## config.mk

```make
export PLATFORM = sky130hd
export DESIGN_NAME = mic_interrupt_control
export DESIGN_NICKNAME = d
export VERILOG_FILES = /design/src/shared/mic_pkg.sv /design/src/core/mic_interrupt_control.sv
export SDC_FILE = /design/constraint.sdc
export NUM_CORES = 1
export LEC_CHECK = 0
export BUFFER_PORTS_ARGS = -buffer_cell sky130_fd_sc_hd__buf_2
export CAP_MARGIN = 25
export CORE_MARGIN = 5
export CORE_UTILIZATION = 60
export CTS_BUF_LIST = sky130_fd_sc_hd__clkbuf_4
export CTS_CLUSTER_DIAMETER = 60
export DETAILED_ROUTE_END_ITERATION = 12
export PLACE_DENSITY = 0.82
export SETUP_SLACK_MARGIN = 0.02
export SLEW_MARGIN = 20
export SYNTH_ARGS = -nofsm -noshare
export SYNTH_HDL_FRONTEND = slang
export SYNTH_SLANG_ARGS = --single-unit
```

## constraint.sdc

```tcl
create_clock -name mclk -period 6.3 [get_ports mclk]
set_input_delay 0 -clock mclk [delete_from_list [all_inputs] [get_ports mclk]]
set_output_delay 0 -clock mclk [all_outputs]
set_load 0.02 [all_outputs]
```

## src/shared/mic_pkg.sv

```systemverilog
// Constants and carrier types of the interrupt control block
package mic_pkg;

    // ------------------------------------------------------------
    // Register indices (byte address is four times the index)
    // ------------------------------------------------------------
    localparam logic [7:0] IDX_CORE_CTL = 8'h0B;
    localparam logic [7:0] IDX_CORE_CTL_ALIAS = 8'h8B;
    localparam logic [7:0] IDX_PERIPH_FLAGS = 8'h0C;
    localparam logic [7:0] IDX_PERIPH_ENABLES = 8'h8C;
    localparam logic [7:0] IDX_PORT_VALUE = 8'h40;
    localparam logic [7:0] IDX_PIN_CHANGE_EN = 8'h41;
    localparam logic [7:0] IDX_EDGE_SELECT = 8'h42;

    // ------------------------------------------------------------
    // Field positions
    // ------------------------------------------------------------
    localparam int BIT_GLOBAL_EN = 7;
    localparam int BIT_PERIPH_GROUP_EN = 6;
    localparam int BIT_TIMER0_EN = 5;
    localparam int BIT_EXT_PIN_EN = 4;
    localparam int BIT_PIN_CHANGE_EN = 3;
    localparam int BIT_TIMER0_FLAG = 2;
    localparam int BIT_EXT_PIN_FLAG = 1;
    localparam int BIT_PIN_CHANGE_FLAG = 0;
    localparam int BIT_NVM_DONE = 7;
    localparam int BIT_CONV_DONE = 6;
    localparam int BIT_COMPARATOR = 3;
    localparam int BIT_TIMER1 = 0;

    // ------------------------------------------------------------
    // Widths, masks and reset values
    // ------------------------------------------------------------
    localparam int PIN_COUNT = 6;
    localparam int PC_WIDTH = 13;
    localparam int STACK_DEPTH = 8;
    localparam int STACK_PTR_W = 3;
    localparam logic [7:0] PERIPH_IMPL_MASK = 8'hC9;
    localparam logic [7:0] REG_RESET = 8'h00;

    // ------------------------------------------------------------
    // Carrier types
    // ------------------------------------------------------------
    typedef struct packed {
        logic psel;
        logic penable;
        logic pwrite;
        logic [9:0] paddr;
        logic [31:0] pwdata;
    } mic_apb_req_t;

    typedef struct packed {
        logic pready;
        logic [31:0] prdata;
        logic pslverr;
    } mic_apb_rsp_t;

    typedef struct packed {
        logic timer0Overflow;
        logic timer1Overflow;
        logic nvmWriteDone;
        logic conversionDone;
        logic comparatorChange;
    } mic_events_t;

endpackage : mic_pkg

```

## src/core/mic_interrupt_control.sv

```systemverilog
// Interrupt enable, flag and request logic with return stack
`timescale 1ns/1ps
// Behaviour
// - Global enable bit 7 gates all interrupts
// - Bit 6 gates the peripheral interrupt group
// - Bit 5 enables the timer0 overflow interrupt
// - Bit 4 enables the external pin interrupt
// - Bit 3 plus per-pin enable gates pin change
// - Bit 2 sets on timer0 rollover, sticky
// - Bit 1 sets on external pin event, sticky
// - Bit 0 sets on a change of a pin with its per-pin enable set, sticky
// - Flags set regardless of the control and peripheral enable bits
// - Control register reachable at both bank addresses
// - Peripheral enables at bits 7, 6, 3, 0
// - Peripheral interrupts also need the group enable
// - Unused peripheral bits always read zero
// - Peripheral flag 7 sets on write done
// - Peripheral flag 6 sets on conversion done
// - Peripheral flag 3 sets on comparator change
// - Peripheral flag 0 sets on timer1 overflow
// - Accepted interrupt pushes program counter onto stack
// - Pin change ORs enabled mismatches against last port access
// - Edge select picks rising or falling pin edge
module mic_interrupt_control (
    // Clock and reset
    input wire logic mclk,
    input wire logic reset,
    // Register bus
    input wire mic_pkg::mic_apb_req_t apbReq,
    output mic_pkg::mic_apb_rsp_t apbRsp,
    // Peripheral events, one-cycle pulses
    input wire mic_pkg::mic_events_t events,
    // Pins
    input wire logic externalIrqPin,
    input wire logic [mic_pkg::PIN_COUNT-1:0] portPins,
    // Processor core
    input wire logic irqTaken,
    input wire logic [mic_pkg::PC_WIDTH-1:0] programCounter,
    input wire logic stackPop,
    output logic irqRequest,
    output logic [mic_pkg::PC_WIDTH-1:0] stackTop
);

    // ------------------------------------------------------------
    // State
    // ------------------------------------------------------------
    typedef struct packed {
        logic [7:0] coreCtl;
        logic [7:0] periphFlags;
        logic [7:0] periphEnables;
        logic [mic_pkg::PIN_COUNT-1:0] pinChangeEnable;
        logic edgeSelect;
        logic [mic_pkg::PIN_COUNT-1:0] portLatch;
        logic [mic_pkg::PIN_COUNT-1:0] pinSync1;
        logic [mic_pkg::PIN_COUNT-1:0] pinSync2;
        logic extSync1;
        logic extSync2;
        logic extPrev;
        logic [mic_pkg::STACK_PTR_W-1:0] stackPtr;
        logic [mic_pkg::STACK_DEPTH-1:0][mic_pkg::PC_WIDTH-1:0] stack;
        logic [mic_pkg::PC_WIDTH-1:0] stackTop;
        logic irqRequest;
        mic_pkg::mic_apb_rsp_t rsp;
    } mic_state_t;

    mic_state_t state;
    mic_state_t next_state;

    logic [7:0] regIndex;
    logic accessDone;
    logic writeDone;
    logic readDone;
    logic ctlHit;
    logic pinMismatch;
    logic [mic_pkg::PIN_COUNT-1:0] pinDiffer;
    logic extEdge;

    assign regIndex = apbReq.paddr[9:2];
    assign accessDone = apbReq.psel && apbReq.penable && state.rsp.pready;
    assign writeDone = accessDone && apbReq.pwrite;
    assign readDone = accessDone && !apbReq.pwrite;
    assign ctlHit = (regIndex == mic_pkg::IDX_CORE_CTL) ||
                    (regIndex == mic_pkg::IDX_CORE_CTL_ALIAS);

    for (genvar p = 0; p < mic_pkg::PIN_COUNT; p++) begin : g_pin
        assign pinDiffer[p] = state.pinChangeEnable[p] &&
                              (state.pinSync2[p] != state.portLatch[p]);
    end
    assign pinMismatch = |pinDiffer;
    assign extEdge = state.edgeSelect ? (state.extSync2 && !state.extPrev)
                                      : (!state.extSync2 && state.extPrev);

    // ------------------------------------------------------------
    // Next state
    // ------------------------------------------------------------
    always_comb begin
        next_state = state;

        // Pin synchronisers
        next_state.pinSync1 = portPins;
        next_state.pinSync2 = state.pinSync1;
        next_state.extSync1 = externalIrqPin;
        next_state.extSync2 = state.extSync1;
        next_state.extPrev = state.extSync2;

        // APB handshake, one wait cycle
        next_state.rsp.pready = apbReq.psel && apbReq.penable && !state.rsp.pready;
        next_state.rsp.pslverr = 1'b0;
        next_state.rsp.prdata = 32'h0000_0000;

        if (writeDone) begin
            if (ctlHit) begin
                next_state.coreCtl = apbReq.pwdata[7:0];
            end
            if (regIndex == mic_pkg::IDX_PERIPH_FLAGS) begin
                next_state.periphFlags = apbReq.pwdata[7:0] & mic_pkg::PERIPH_IMPL_MASK;
            end
            if (regIndex == mic_pkg::IDX_PERIPH_ENABLES) begin
                next_state.periphEnables = apbReq.pwdata[7:0] & mic_pkg::PERIPH_IMPL_MASK;
            end
            if (regIndex == mic_pkg::IDX_PIN_CHANGE_EN) begin
                next_state.pinChangeEnable = apbReq.pwdata[mic_pkg::PIN_COUNT-1:0];
            end
            if (regIndex == mic_pkg::IDX_EDGE_SELECT) begin
                next_state.edgeSelect = apbReq.pwdata[0];
            end
        end

        // Port access ends the mismatch
        if (accessDone && regIndex == mic_pkg::IDX_PORT_VALUE) begin
            next_state.portLatch = state.pinSync2;
        end

        // Read data and error answer
        if (apbReq.psel && apbReq.penable && !state.rsp.pready) begin
            if (ctlHit) begin
                next_state.rsp.prdata = {24'h00_0000, state.coreCtl};
            end else if (regIndex == mic_pkg::IDX_PERIPH_FLAGS) begin
                next_state.rsp.prdata = {24'h00_0000, state.periphFlags};
            end else if (regIndex == mic_pkg::IDX_PERIPH_ENABLES) begin
                next_state.rsp.prdata = {24'h00_0000, state.periphEnables};
            end else if (regIndex == mic_pkg::IDX_PORT_VALUE) begin
                next_state.rsp.prdata = {26'h000_0000, state.pinSync2};
            end else if (regIndex == mic_pkg::IDX_PIN_CHANGE_EN) begin
                next_state.rsp.prdata = {26'h000_0000, state.pinChangeEnable};
            end else if (regIndex == mic_pkg::IDX_EDGE_SELECT) begin
                next_state.rsp.prdata = {31'h0000_0000, state.edgeSelect};
            end else begin
                next_state.rsp.pslverr = 1'b1;
            end
        end

        // events set flags whatever the control and peripheral enable bits
        if (events.timer0Overflow) begin
            next_state.coreCtl[mic_pkg::BIT_TIMER0_FLAG] = 1'b1;
        end
        if (extEdge) begin
            next_state.coreCtl[mic_pkg::BIT_EXT_PIN_FLAG] = 1'b1;
        end
        if (pinMismatch) begin
            next_state.coreCtl[mic_pkg::BIT_PIN_CHANGE_FLAG] = 1'b1;
        end
        if (events.nvmWriteDone) begin
            next_state.periphFlags[mic_pkg::BIT_NVM_DONE] = 1'b1;
        end
        if (events.conversionDone) begin
            next_state.periphFlags[mic_pkg::BIT_CONV_DONE] = 1'b1;
        end
        if (events.comparatorChange) begin
            next_state.periphFlags[mic_pkg::BIT_COMPARATOR] = 1'b1;
        end
        if (events.timer1Overflow) begin
            next_state.periphFlags[mic_pkg::BIT_TIMER1] = 1'b1;
        end

        next_state.irqRequest = next_state.coreCtl[mic_pkg::BIT_GLOBAL_EN] && (
            (next_state.coreCtl[mic_pkg::BIT_TIMER0_EN] &&
             next_state.coreCtl[mic_pkg::BIT_TIMER0_FLAG]) ||
            (next_state.coreCtl[mic_pkg::BIT_EXT_PIN_EN] &&
             next_state.coreCtl[mic_pkg::BIT_EXT_PIN_FLAG]) ||
            (next_state.coreCtl[mic_pkg::BIT_PIN_CHANGE_EN] &&
             next_state.coreCtl[mic_pkg::BIT_PIN_CHANGE_FLAG]) ||
            (next_state.coreCtl[mic_pkg::BIT_PERIPH_GROUP_EN] &&
             |(next_state.periphFlags & next_state.periphEnables)));

        if (irqTaken) begin
            next_state.stack[state.stackPtr] = programCounter;
            next_state.stackPtr = state.stackPtr + 3'h1;
        end else if (stackPop) begin
            next_state.stackPtr = state.stackPtr - 3'h1;
        end
        next_state.stackTop = next_state.stack[next_state.stackPtr - 3'h1];
    end

    // ------------------------------------------------------------
    // Registers
    // ------------------------------------------------------------
    always_ff @(posedge mclk) begin
        if (reset) begin
            state <= '0;
        end else begin
            state <= next_state;
        end
    end

    assign apbRsp = state.rsp;
    assign irqRequest = state.irqRequest;
    assign stackTop = state.stackTop;

    logic ctlWrite;
    logic flagWrite;
    assign ctlWrite = writeDone && ctlHit;
    assign flagWrite = writeDone && regIndex == mic_pkg::IDX_PERIPH_FLAGS;
endmodule : mic_interrupt_control

```

==> results_dict.tcl, run 1 <==
set metrics [dict create \
    path_class "in -> reg" \
    drv_slew 0 \
    cp_num_buf_inv 4 \
    hold_path_end "state[189]$_SDFF_PP0_" \
    clk_latency_ps 610 \
    max_freq_ghz 0.2916 \
    arrival_ps 3950 \
    cap_violations 0 \
    core_area_um2 13770 \
    crit_fanout 10 \
    synth-edff-count 0 \
    syn2layout_area_growth_pct 13.44 \
    total_power_w 0.002521 \
    viasPerCell 5.766 \
    wirelength_mm 23.61 \
    place_hpwl_mm 14.11 \
    endpoint_kind "flip-flop" \
    antenna_found_initial 1 \
    synth_top_area_share 0.4383 \
    setup_violations 0 \
    route.met2.wl_mm 10.99 \
    max-slew-margin-rel 0.3166 \
    drc_errors 0 \
    worstReg2RegEnd "state[201]$_SDFF_PP0_" \
    cts_sinks 183 \
    final_antenna_net_count 0 \
    die_area_um2 16390 \
    comb_power_share 0.228 \
    setup_tns_ps 0 \
    cts.repair.resized 0 \
    multi_input_area_um2 4126 \
    fin_ws_ps 2871 \
    via_count 7767 \
    power.density_nw_per_um2 265.9 \
    clockBufferDepth 2 \
    finalHoldViolCount 0 \
    grt_use_total 0.2919 \
    seq_area_frac_synth 0.4383 \
    clkPwrFrac 0.278 \
    status "finished clean" \
    min_path_cells 4 \
    p_int_w 0.001687 \
    ir_worst_vdd_v 0.0002524 \
    final_cells 1347 \
    switching_share 0.3308 \
    post-route-period-util 0.5443 \
    gp_congestion 0.8642 \
    worstHoldStart "apbReq[41]" \
    cp_slowest_cell "nor4_4" \
    path_cells "dlygate4sd3_1 > buf_2 > or4b_1 > nor4_4 > mux2_4 > nor2_1 > dlygate4sd3_1 > nor2_1 > dlygate4sd3_1" \
    cp_top_family "buffers and inverters" \
    synth.area.top_cells "dfxtp_1 (44%), nand2_1 (10%), a21oi_1 (8.2%), nor2_1 (6.3%), o22ai_1 (4.3%)" \
    critPathMostFrequentCell "dlygate4sd3_1" \
    dr.pass1.iters 6 \
    synth_ff_type "dfxtp_1" \
    wl_met3_mm 2.239 \
    p_sw_w 0.0008340 \
    htreeDepth 4 \
    critical_path_required_ps 6820 \
    rsz0062_at_grt "no" \
    drive_above_1_share 0.1099 \
    hold_path_class "in -> reg" \
    place_ws_ps 3085 \
    synthCells 1086 \
    place_inst 1242 \
    met1Wirelength_mm 9.364 \
    power_frac_seq 0.494 \
    cts_tree "yes" \
    io_pins 122 \
    ff_latch_area_um2 3664 \
    grt-ovfl-total 0 \
    rrSetupSlack_ps 2890 \
    max_stage_delay_ps 810 \
    syn_area_per_cell_um2 7.697 \
    grt_pass1_vias 7425 \
    timing.rr.start "apbRsp[33]$_SDFF_PP0_" \
    synth_warnings 0 \
    finClkSkew_ps 26.64 \
    post_cts_buffers 0 \
    rows 43 \
    fillers 1076 \
    dieWidth_um 128.0 \
    start_kind "input pin" \
    cts_root_buf "clkbuf_4" \
    grt_pass1_wl_mm 38.23 \
    drtIter0Drc 960 \
    initial_core_util 0.6069 \
    maxUsedRoutingLayer "met4" \
    worst_pin_slew_ps 1021 \
    synth-seq-cells 183 \
    p_leak_nw 3.574 \
    ys_types 54 \
    clk_pin_slew_ps 170 \
    fp.dieH_um 128.0 \
    async_flop_share 0 \
    nNetsFinal 1230 \
    min_period_ps 3429 \
    grt_max_degree 104 \
    utilization 0.6885 \
    numCtsBuffers 17 \
    wl_per_cell_um 17.52 \
    synth.largest_area_cell "dfxtp_1" \
    hold_buffers 71 \
    syn_area_um2 8359 \
    portBuffers 71 \
    r2r_cells 7 \
]
sequential cells by signal, indices dropped and copies added (netlist names):
signal	cells
apbRsp	10
state	151
next_state	8
stackTop	13
irqRequest	1
worst register-to-register path: cells and delay by family (launching register included):
| family | cells | cell delay, ps |
|---|---|---|
| muxes | 1 | 360 |
| and+or+nand+nor | 4 | 1320 |
| DFF | 1 | 420 |
| buffers and inverters | 2 | 1220 |
stage by stage:
step	hold slack (ps)	area, um2
finish	3.310	9483
global route	23.36	9483
CTS	3.151	9440
detailed placement	215.5	8432
global placement	205.6	8412
floorplan	120.6	8446
power groups by stage:
stage	Combinational (W)	Clock (W)	Sequential, W
final	0.000575	0.000700	0.00125
after global routing	0.000621	0.000750	0.00125
after CTS	0.000555	0.000698	0.00124
after detailed placement	0.000522	0	0.00127
after global placement	0.000511	0	0.00127
after floorplan	0.000428	0	0.00126
per-layer routing:
metal,up-vias,track usage
met5,-,0
met4,0,0.1273
met3,80,0.05750
met2,411,0.4741
met1,3519,0.3788
li1,3757,-
cells in the mapped netlist (all sizes together), types with 3 or more instances:
cell,number
nand2,229
dfxtp,183
nor2,140
a21oi,137
clkbuf,73
o22ai,57
buf,54
a211oi,33
mux2i,32
nor3,32
nor2b,23
and2,9
xor2,8
a2bb2oi,7
nand3,7
a22oi,6
inv,5
o21ai,5
nor4,4
ha,3
nand2b,3
nor4b,3
or2,3
worst max-delay path by stage:
stage / start / to / slack [ps] / cells past startpoint
final: apbReq[39] / state[201]$_SDFF_PP0_ / 2870 / 9
after global routing: apbRsp[33]$_SDFF_PP0_ / state[201]$_SDFF_PP0_ / 2760 / 7
after CTS: apbRsp[33]$_SDFF_PP0_ / state[201]$_SDFF_PP0_ / 3050 / 7
after detailed placement: state[153]$_SDFF_PP0_ / stackTop[12]$_SDFF_PP0_ / 3080 / 9
after global placement: state[153]$_SDFF_PP0_ / stackTop[12]$_SDFF_PP0_ / 3130 / 9
after floorplan: state[153]$_SDFF_PP0_ / stackTop[1]$_SDFF_PP0_ / 3610 / 11
kinds of logic after synthesis:
kind of cell / Yosys count / share of synthesized area
simple gates: 465 / 0.2386
compound gates: 257 / 0.1829
flops: 183 / 0.4383
buf+inv: 132 / 0.08068
mux: 34 / 0.04146
xor+xnor: 11 / 0.01317
fa+ha+maj: 3 / 0.004491
other cells: 1 / 0.0004486
cell type report:
type                    instances  share of cell area
repair buffers                152              0.1209
flip-flops and latches        183              0.3863
multi-input cells             794              0.4352
clock inverters                14             0.01794
clock buffers                  17             0.01346
inverters                       5            0.001979
diodes                          2           0.0005278
well taps                     180             0.02375
cell usage in the layout (no fill, tap or decap), types with 5 or more instances in the layout:
master         synthesis  layout
dlygate4sd3_1          0      71
conb_1                 1      24
buf_2                  2      74
a2bb2oi_1              7       5
buf_4                 47       6
nor3_1                31      30
mux2i_1               32      32
nand2_1              228     228
nand3_1                7       7
xor2_1                 8       8
dfxtp_1              183     183
and2_1                 9       9
a21oi_1              137     137
a211oi_1              33      33
clkbuf_4               0      17
o22ai_1               57      57
nor2b_1               22      22
inv_6                  0       5
nor2_1               140     140
inv_1                  5       5
a22oi_1                6       6
No activity file was read; power rests on OpenSTA's default activity.
==> inputs of run 2 (changes only) <==
--- a/config.mk
+++ b/config.mk
@@ -8,11 +8,11 @@
 export BUFFER_PORTS_ARGS = -buffer_cell sky130_fd_sc_hd__buf_2
 export CAP_MARGIN = 25
 export CORE_MARGIN = 5
-export CORE_UTILIZATION = 60
+export CORE_UTILIZATION = 54
 export CTS_BUF_LIST = sky130_fd_sc_hd__clkbuf_4
 export CTS_CLUSTER_DIAMETER = 60
 export DETAILED_ROUTE_END_ITERATION = 12
-export PLACE_DENSITY = 0.82
+export PLACE_DENSITY = 0.78
 export SETUP_SLACK_MARGIN = 0.02
 export SLEW_MARGIN = 20
 export SYNTH_ARGS = -nofsm -noshare
==> constraint.sdc (replaced) <==
create_clock -name mclk -period 2.79 [get_ports mclk]
set_input_delay 0 -clock mclk [delete_from_list [all_inputs] [get_ports mclk]]
set_output_delay 0 -clock mclk [all_outputs]
set_load 0.02 [all_outputs]
==> run 2 against run 1 <==
- clock power is 110% higher
- first-iteration DRC count shrank 26%
- via count grew 0.53%
- non-clock buffer count rose by 11
- largest cell class unchanged
==> results_dict.tcl, run 2 (synthesis gave the netlist of run 1 again) <==
set metrics [dict create \
    htreeDepth 4 \
    cts.repair.resized 0 \
    min_path_cells 5 \
    fp.dieH_um 134.4 \
    drive_above_1_share 0.1215 \
    grt_pass1_wl_mm 37.25 \
    clk_pin_slew_ps 160 \
    cts_root_buf "clkbuf_4" \
    r2r_cells 10 \
    p_leak_nw 3.622 \
    clkPwrFrac 0.259 \
    via_count 7808 \
    initial_core_util 0.5499 \
    path_cells "dlygate4sd3_1 > buf_2 > or4b_1 > nor4_4 > mux2_4 > nor2_1 > dlygate4sd3_1 > nor2_1 > o41a_1" \
    rows 45 \
    crit_fanout 6 \
    dr.pass1.iters 5 \
    drc_errors 0 \
    cp_top_family "buffers and inverters" \
    worstHoldStart "apbReq[41]" \
    num_antenna_cells 0 \
    endpoint_kind "flip-flop" \
    comb_power_share 0.237 \
    finClkSkew_ps 20.34 \
    antenna_found_initial 0 \
    rrSetupSlack_ps 230 \
    drv_slew 0 \
    hold_path_class "in -> reg" \
    min_period_ps 2732 \
    cap_violations 0 \
    die_area_um2 18070 \
    worst_pin_slew_ps 873.4 \
    arrival_ps 3200 \
    grt_use_total 0.2556 \
    rsz0062_at_grt "no" \
    portBuffers 71 \
    place_hpwl_mm 14.77 \
    cts_tree "yes" \
    p_sw_w 0.001895 \
    status "finished clean" \
    io_pins 122 \
    setup_tns_ps 0 \
    cp_slowest_cell "or4b_1" \
    holdWs_ps 37.97 \
    grt_max_degree 75 \
    wl_per_cell_um 17.18 \
    drtIter0Drc 706 \
    max_freq_ghz 0.3660 \
    largest_register "state" \
    numCtsBuffers 17 \
    timing.rr.start "state[153]$_SDFF_PP0_" \
    power_frac_seq 0.504 \
    start_kind "input pin" \
    final_antenna_net_count 0 \
    gp_congestion 0.8963 \
    utilization 0.6255 \
    cts_sinks 183 \
    final_common_cell "nand2_1" \
    max_stage_delay_ps 680 \
    clockBufferDepth 2 \
    core_area_um2 15200 \
    dieWidth_um 134.4 \
    grt_pass1_vias 7395 \
    syn2layout_area_growth_pct 13.76 \
    max-slew-margin-rel 0.4178 \
    finalHoldViolCount 0 \
    cp.depth 9 \
    p_int_w 0.003676 \
    hold_path_end "apbRsp[7]$_SDFF_PP0_" \
    clk_latency_ps 560 \
    switching_share 0.3401 \
    cp_num_buf_inv 3 \
    fillers 1267 \
    largest_reg_flops 151 \
    grt-ovfl-total 0 \
    wirelength_mm 23.45 \
    power.density_nw_per_um2 585.8 \
    nNetsFinal 1241 \
    final_cell_mix "nand2_1 (228), dfxtp_1 (183), nor2_1 (140)" \
    setup_violations 0 \
    worstReg2RegEnd "stackTop[11]$_SDFF_PP0_" \
    post-route-period-util 0.9792 \
    ir_worst_vdd_v 0.0004305 \
    critical_path_required_ps 3260 \
    path_class "in -> reg" \
    viasPerCell 5.720 \
]
run 2: changes by cell type in the layout (fill, tap and decap cells not counted), sizes merged:
cell,delta
clkinv,+1
diode,-2
clkbuf,+1
clkinvlp,-1
bufinv,-2
buf,+18
dlygate4sd3,-7
inv,+2
run 2: worst max path at each step:
stage	startpoint	to	slack, ps
6_report	apbReq[39]	irqRequest$_SDFF_PP0_	60
5_1_grt	state[152]$_SDFF_PP0_	stackTop[4]$_SDFF_PP0_	20
4_1_cts	apbRsp[33]$_SDFF_PP0_	irqRequest$_SDFF_PP0_	110
3_5_place_dp	state[152]$_SDFF_PP0_	stackTop[11]$_SDFF_PP0_	270
3_3_place_gp	state[153]$_SDFF_PP0_	stackTop[4]$_SDFF_PP0_	330
2_1_floorplan	state[153]$_SDFF_PP0_	stackTop[1]$_SDFF_PP0_	100
run 2: timing repair:
| item | in CTS | in global routing |
|---|---|---|
| endpoints found under the setup margin | 0 | 1 |
| hold buffers | 64 | 0 |
| buffers inserted | 0 | 2 |
| hold endpoints to repair | 156 | 0 |
run 2: cell type report:
type                    count  area [um2]  share of cell area
clock buffers              18       135.1             0.01421
multi-input cells         794        4109              0.4321
inverters                   5       18.77            0.001974
well taps                 188       235.2             0.02474
clock inverters            14       138.9             0.01461
flip-flops and latches    183        3664              0.3853
repair buffers            163        1209              0.1271
run 2: power by group through the flow:
stage | clock network [W] | registers [W] | logic [W]
finish | 0.00144 | 0.00281 | 0.00132
global route | 0.00158 | 0.00282 | 0.00142
CTS | 0.00146 | 0.00280 | 0.00129
detailed placement | 0 | 0.00286 | 0.00123
global placement | 0 | 0.00286 | 0.00121
floorplan | 0 | 0.00284 | 0.000966
run 2: tightest hold or removal path, delay by kind of cell:
family	cells	cell delay, ps
buf+inv	1	210
mux	1	160
simple gates	2	160
compound gates	1	50
run 2: stage by stage:
step | total power (W) | cell area, um2 | instances | worst slack (ps)
floorplan | 0.003802 | 8446 | 1109 | 104.7
global placement | 0.004069 | 8579 | 1267 | 333.7
detailed placement | 0.004086 | 8579 | 1267 | 265.1
CTS | 0.005558 | 9494 | 1363 | 109.6
global route | 0.005819 | 9509 | 1365 | 20.44
finish | 0.005571 | 9509 | 1365 | 58.11
run 2: metal layers:
layer | global-route usage | vias up | part of all wire
met5 | 0 | - | 0
met4 | 0.1199 | 0 | 0.040
met3 | 0.07127 | 86 | 0.092
met2 | 0.4089 | 395 | 0.46
met1 | 0.3199 | 3541 | 0.41
li1 | - | 3786 | -
==> inputs of run 3 (changes only) <==
--- a/config.mk
+++ b/config.mk
@@ -8,13 +8,12 @@
 export BUFFER_PORTS_ARGS = -buffer_cell sky130_fd_sc_hd__buf_2
 export CAP_MARGIN = 25
 export CORE_MARGIN = 5
-export CORE_UTILIZATION = 54
+export CORE_UTILIZATION = 59
 export CTS_BUF_LIST = sky130_fd_sc_hd__clkbuf_4
 export CTS_CLUSTER_DIAMETER = 60
 export DETAILED_ROUTE_END_ITERATION = 12
-export PLACE_DENSITY = 0.78
+export PLACE_DENSITY = 0.81
 export SETUP_SLACK_MARGIN = 0.02
-export SLEW_MARGIN = 20
 export SYNTH_ARGS = -nofsm -noshare
 export SYNTH_HDL_FRONTEND = slang
 export SYNTH_SLANG_ARGS = --single-unit
==> constraint.sdc (replaced) <==
create_clock -name mclk -period 2.9 [get_ports mclk]
set_input_delay 0 -clock mclk [delete_from_list [all_inputs] [get_ports mclk]]
set_output_delay 0 -clock mclk [all_outputs]
set_load 0.02 [all_outputs]
==> run 3 against run 2 <==
- register-to-register slack gained 30 ps
- sequential power shrank 4%
- routed wire length grew 2.1%
- first-iteration DRC count grew 17%
- total power shrank 4.2%
- sequential cell count is the same
- critical path depth is the same
- hold slack lost 4.2 ps
- design area shrank 0.25%
==> results_dict.tcl, run 3 (synthesis gave the netlist of run 1 again) <==
set metrics [dict create \
    drtIter0Drc 823 \
    dieWidth_um 129.0 \
    numCtsBuffers 17 \
    critical_path_required_ps 3390 \
    min_period_ps 2763 \
    max_freq_ghz 0.3620 \
    final_cell_mix "nand2_1 (228), dfxtp_1 (183), nor2_1 (140)" \
    grt-ovfl-total 0 \
    crit_fanout 6 \
    final_antenna_net_count 0 \
    portBuffers 71 \
    gp_congestion 0.9015 \
    finClkSkew_ps 15.84 \
    drive_above_1_share 0.1250 \
    drc_errors 0 \
    grt_pass1_wl_mm 37.29 \
    setup_tns_ps 0 \
    worstHoldStart "apbReq[41]" \
    post-route-period-util 0.9526 \
    cap_violations 0 \
    clk_pin_slew_ps 140 \
    power_frac_seq 0.507 \
    cp_num_buf_inv 4 \
    start_kind "input pin" \
    p_sw_w 0.001805 \
    finalHoldViolCount 0 \
    clk_latency_ps 580 \
    path_cells "dlygate4sd3_1 > buf_2 > or4b_4 > nor4_4 > mux2_4 > nor2_1 > dlygate4sd3_1 > nor2_1 > dlygate4sd3_1" \
    switching_share 0.3380 \
    endpoint_kind "flip-flop" \
    largest_register "state" \
    wirelength_mm 23.93 \
    cp_slowest_cell "dlygate4sd3_1" \
    grt_max_degree 71 \
    r2r_cells 10 \
    crit_start "apbReq[40]" \
    critPathMostFrequentCell "dlygate4sd3_1" \
    cts_sinks 183 \
    cts_tree "yes" \
    hold_path_class "in -> reg" \
    largest_reg_flops 151 \
    place_hpwl_mm 14.68 \
    initial_core_util 0.6022 \
    die_area_um2 16650 \
    io_pins 122 \
    arrival_ps 3250 \
    dr.pass1.iters 6 \
    path_class "in -> reg" \
    via_count 7888 \
    max-slew-margin-rel 0.4836 \
    grt_pass1_vias 7306 \
    rows 43 \
    wl_per_cell_um 17.61 \
    comb_power_share 0.239 \
    clkPwrFrac 0.254 \
    hold_path_end "state[190]$_SDFF_PP0_" \
    worst_pin_slew_ps 774.6 \
    total_power_w 0.005340 \
    rsz0062_at_grt "no" \
    syn2layout_area_growth_pct 13.47 \
    rrSetupSlack_ps 260 \
    drv_slew 0 \
    cp_top_family "buffers and inverters" \
    power.density_nw_per_um2 562.9 \
    max_stage_delay_ps 570 \
    clockBufferDepth 2 \
    antenna_found_initial 1 \
    htreeDepth 4 \
    p_int_w 0.003535 \
    fp.dieH_um 129.0 \
    timing.rr.start "state[153]$_SDFF_PP0_" \
    viasPerCell 5.804 \
    worstReg2RegEnd "stackTop[8]$_SDFF_PP0_" \
    nNetsFinal 1240 \
    setup_violations 0 \
    ir_worst_vdd_v 0.0005479 \
    grt_use_total 0.2829 \
    p_leak_nw 3.609 \
    cts_root_buf "clkbuf_4" \
    min_path_cells 4 \
    core_area_um2 13880 \
    final_common_cell "nand2_1" \
    status "finished clean" \
]
-- run 3: cell count changes in the layout (fill, tap and decap cells not counted), moves of 3 or more --
cell	previous run	this run
buf_4	29	32
clkinv_4	1	4
diode_2	0	3
dlygate4sd3_1	64	60
inv_6	7	2
-- run 3: cell type report --
class,count,area [um2]
fillers,1081,4395
diodes,3,7.507
multi-input cells,794,4113
clock inverters,13,123.9
repair buffers,162,1191
clock buffers,19,142.6
inverters,5,18.77
flip-flops and latches,183,3664
well taps,180,225.2
-- run 3: worst max path at each step --
stage                                   endpoint  cells after the start
final                      state[201]$_SDFF_PP0_                      9
after global routing      stackTop[3]$_SDFF_PP0_                     10
after CTS                  state[197]$_SDFF_PP0_                      8
after detailed placement  stackTop[8]$_SDFF_PP0_                     10
after global placement    stackTop[4]$_SDFF_PP0_                     10
after floorplan           stackTop[1]$_SDFF_PP0_                     11
-- run 3: worst reg2reg max path: stages, from the launching register on --
cell and delay [ps]:
dfxtp_1 350, inv_1 80, ha_1 300, a211oi_1 210, a21oi_1 90, ha_1 230, xnor3_2 360, buf_4 300
nor3_1 250, a21oi_1 110, a211oi_1 300
-- run 3: per-stage QoR --
stage               instances  hold WS, ps  utilization  setup WS (ps)  instance area [um2]
finish                   1359        33.78       0.6833          137.5                 9485
global route             1358        21.69       0.6832          50.34                 9483
CTS                      1351        3.773       0.6798          29.76                 9437
detailed placement       1259        214.4       0.6174          338.9                 8569
global placement         1259        205.5       0.6174          441.8                 8569
floorplan                1109        120.6            -          214.7                 8446
-- run 3: power groups by stage --
stage / clock network, W / logic (W) / registers, W
global route: 0.00149 / 0.00137 / 0.00272
detailed placement: 0 / 0.00117 / 0.00276
global placement: 0 / 0.00116 / 0.00276
floorplan: 0 / 0.000929 / 0.00273
finish: 0.00136 / 0.00128 / 0.00271
CTS: 0.00137 / 0.00124 / 0.00270
-- run 3: what timing repair did --
item | in CTS | in global routing
hold buffers | 60 | 0
setup buffers | 0 | 5
endpoints found under the hold margin | 154 | 0
endpoints found under the setup margin | 0 | 3
gates resized for setup | 0 | 1
-- run 3: routing by layer --
layer,wire (um),GRT usage
met5,0,0
met1,9358,0.3562
met3,2164,0.06472
met4,858,0.1186
met2,11550,0.4692
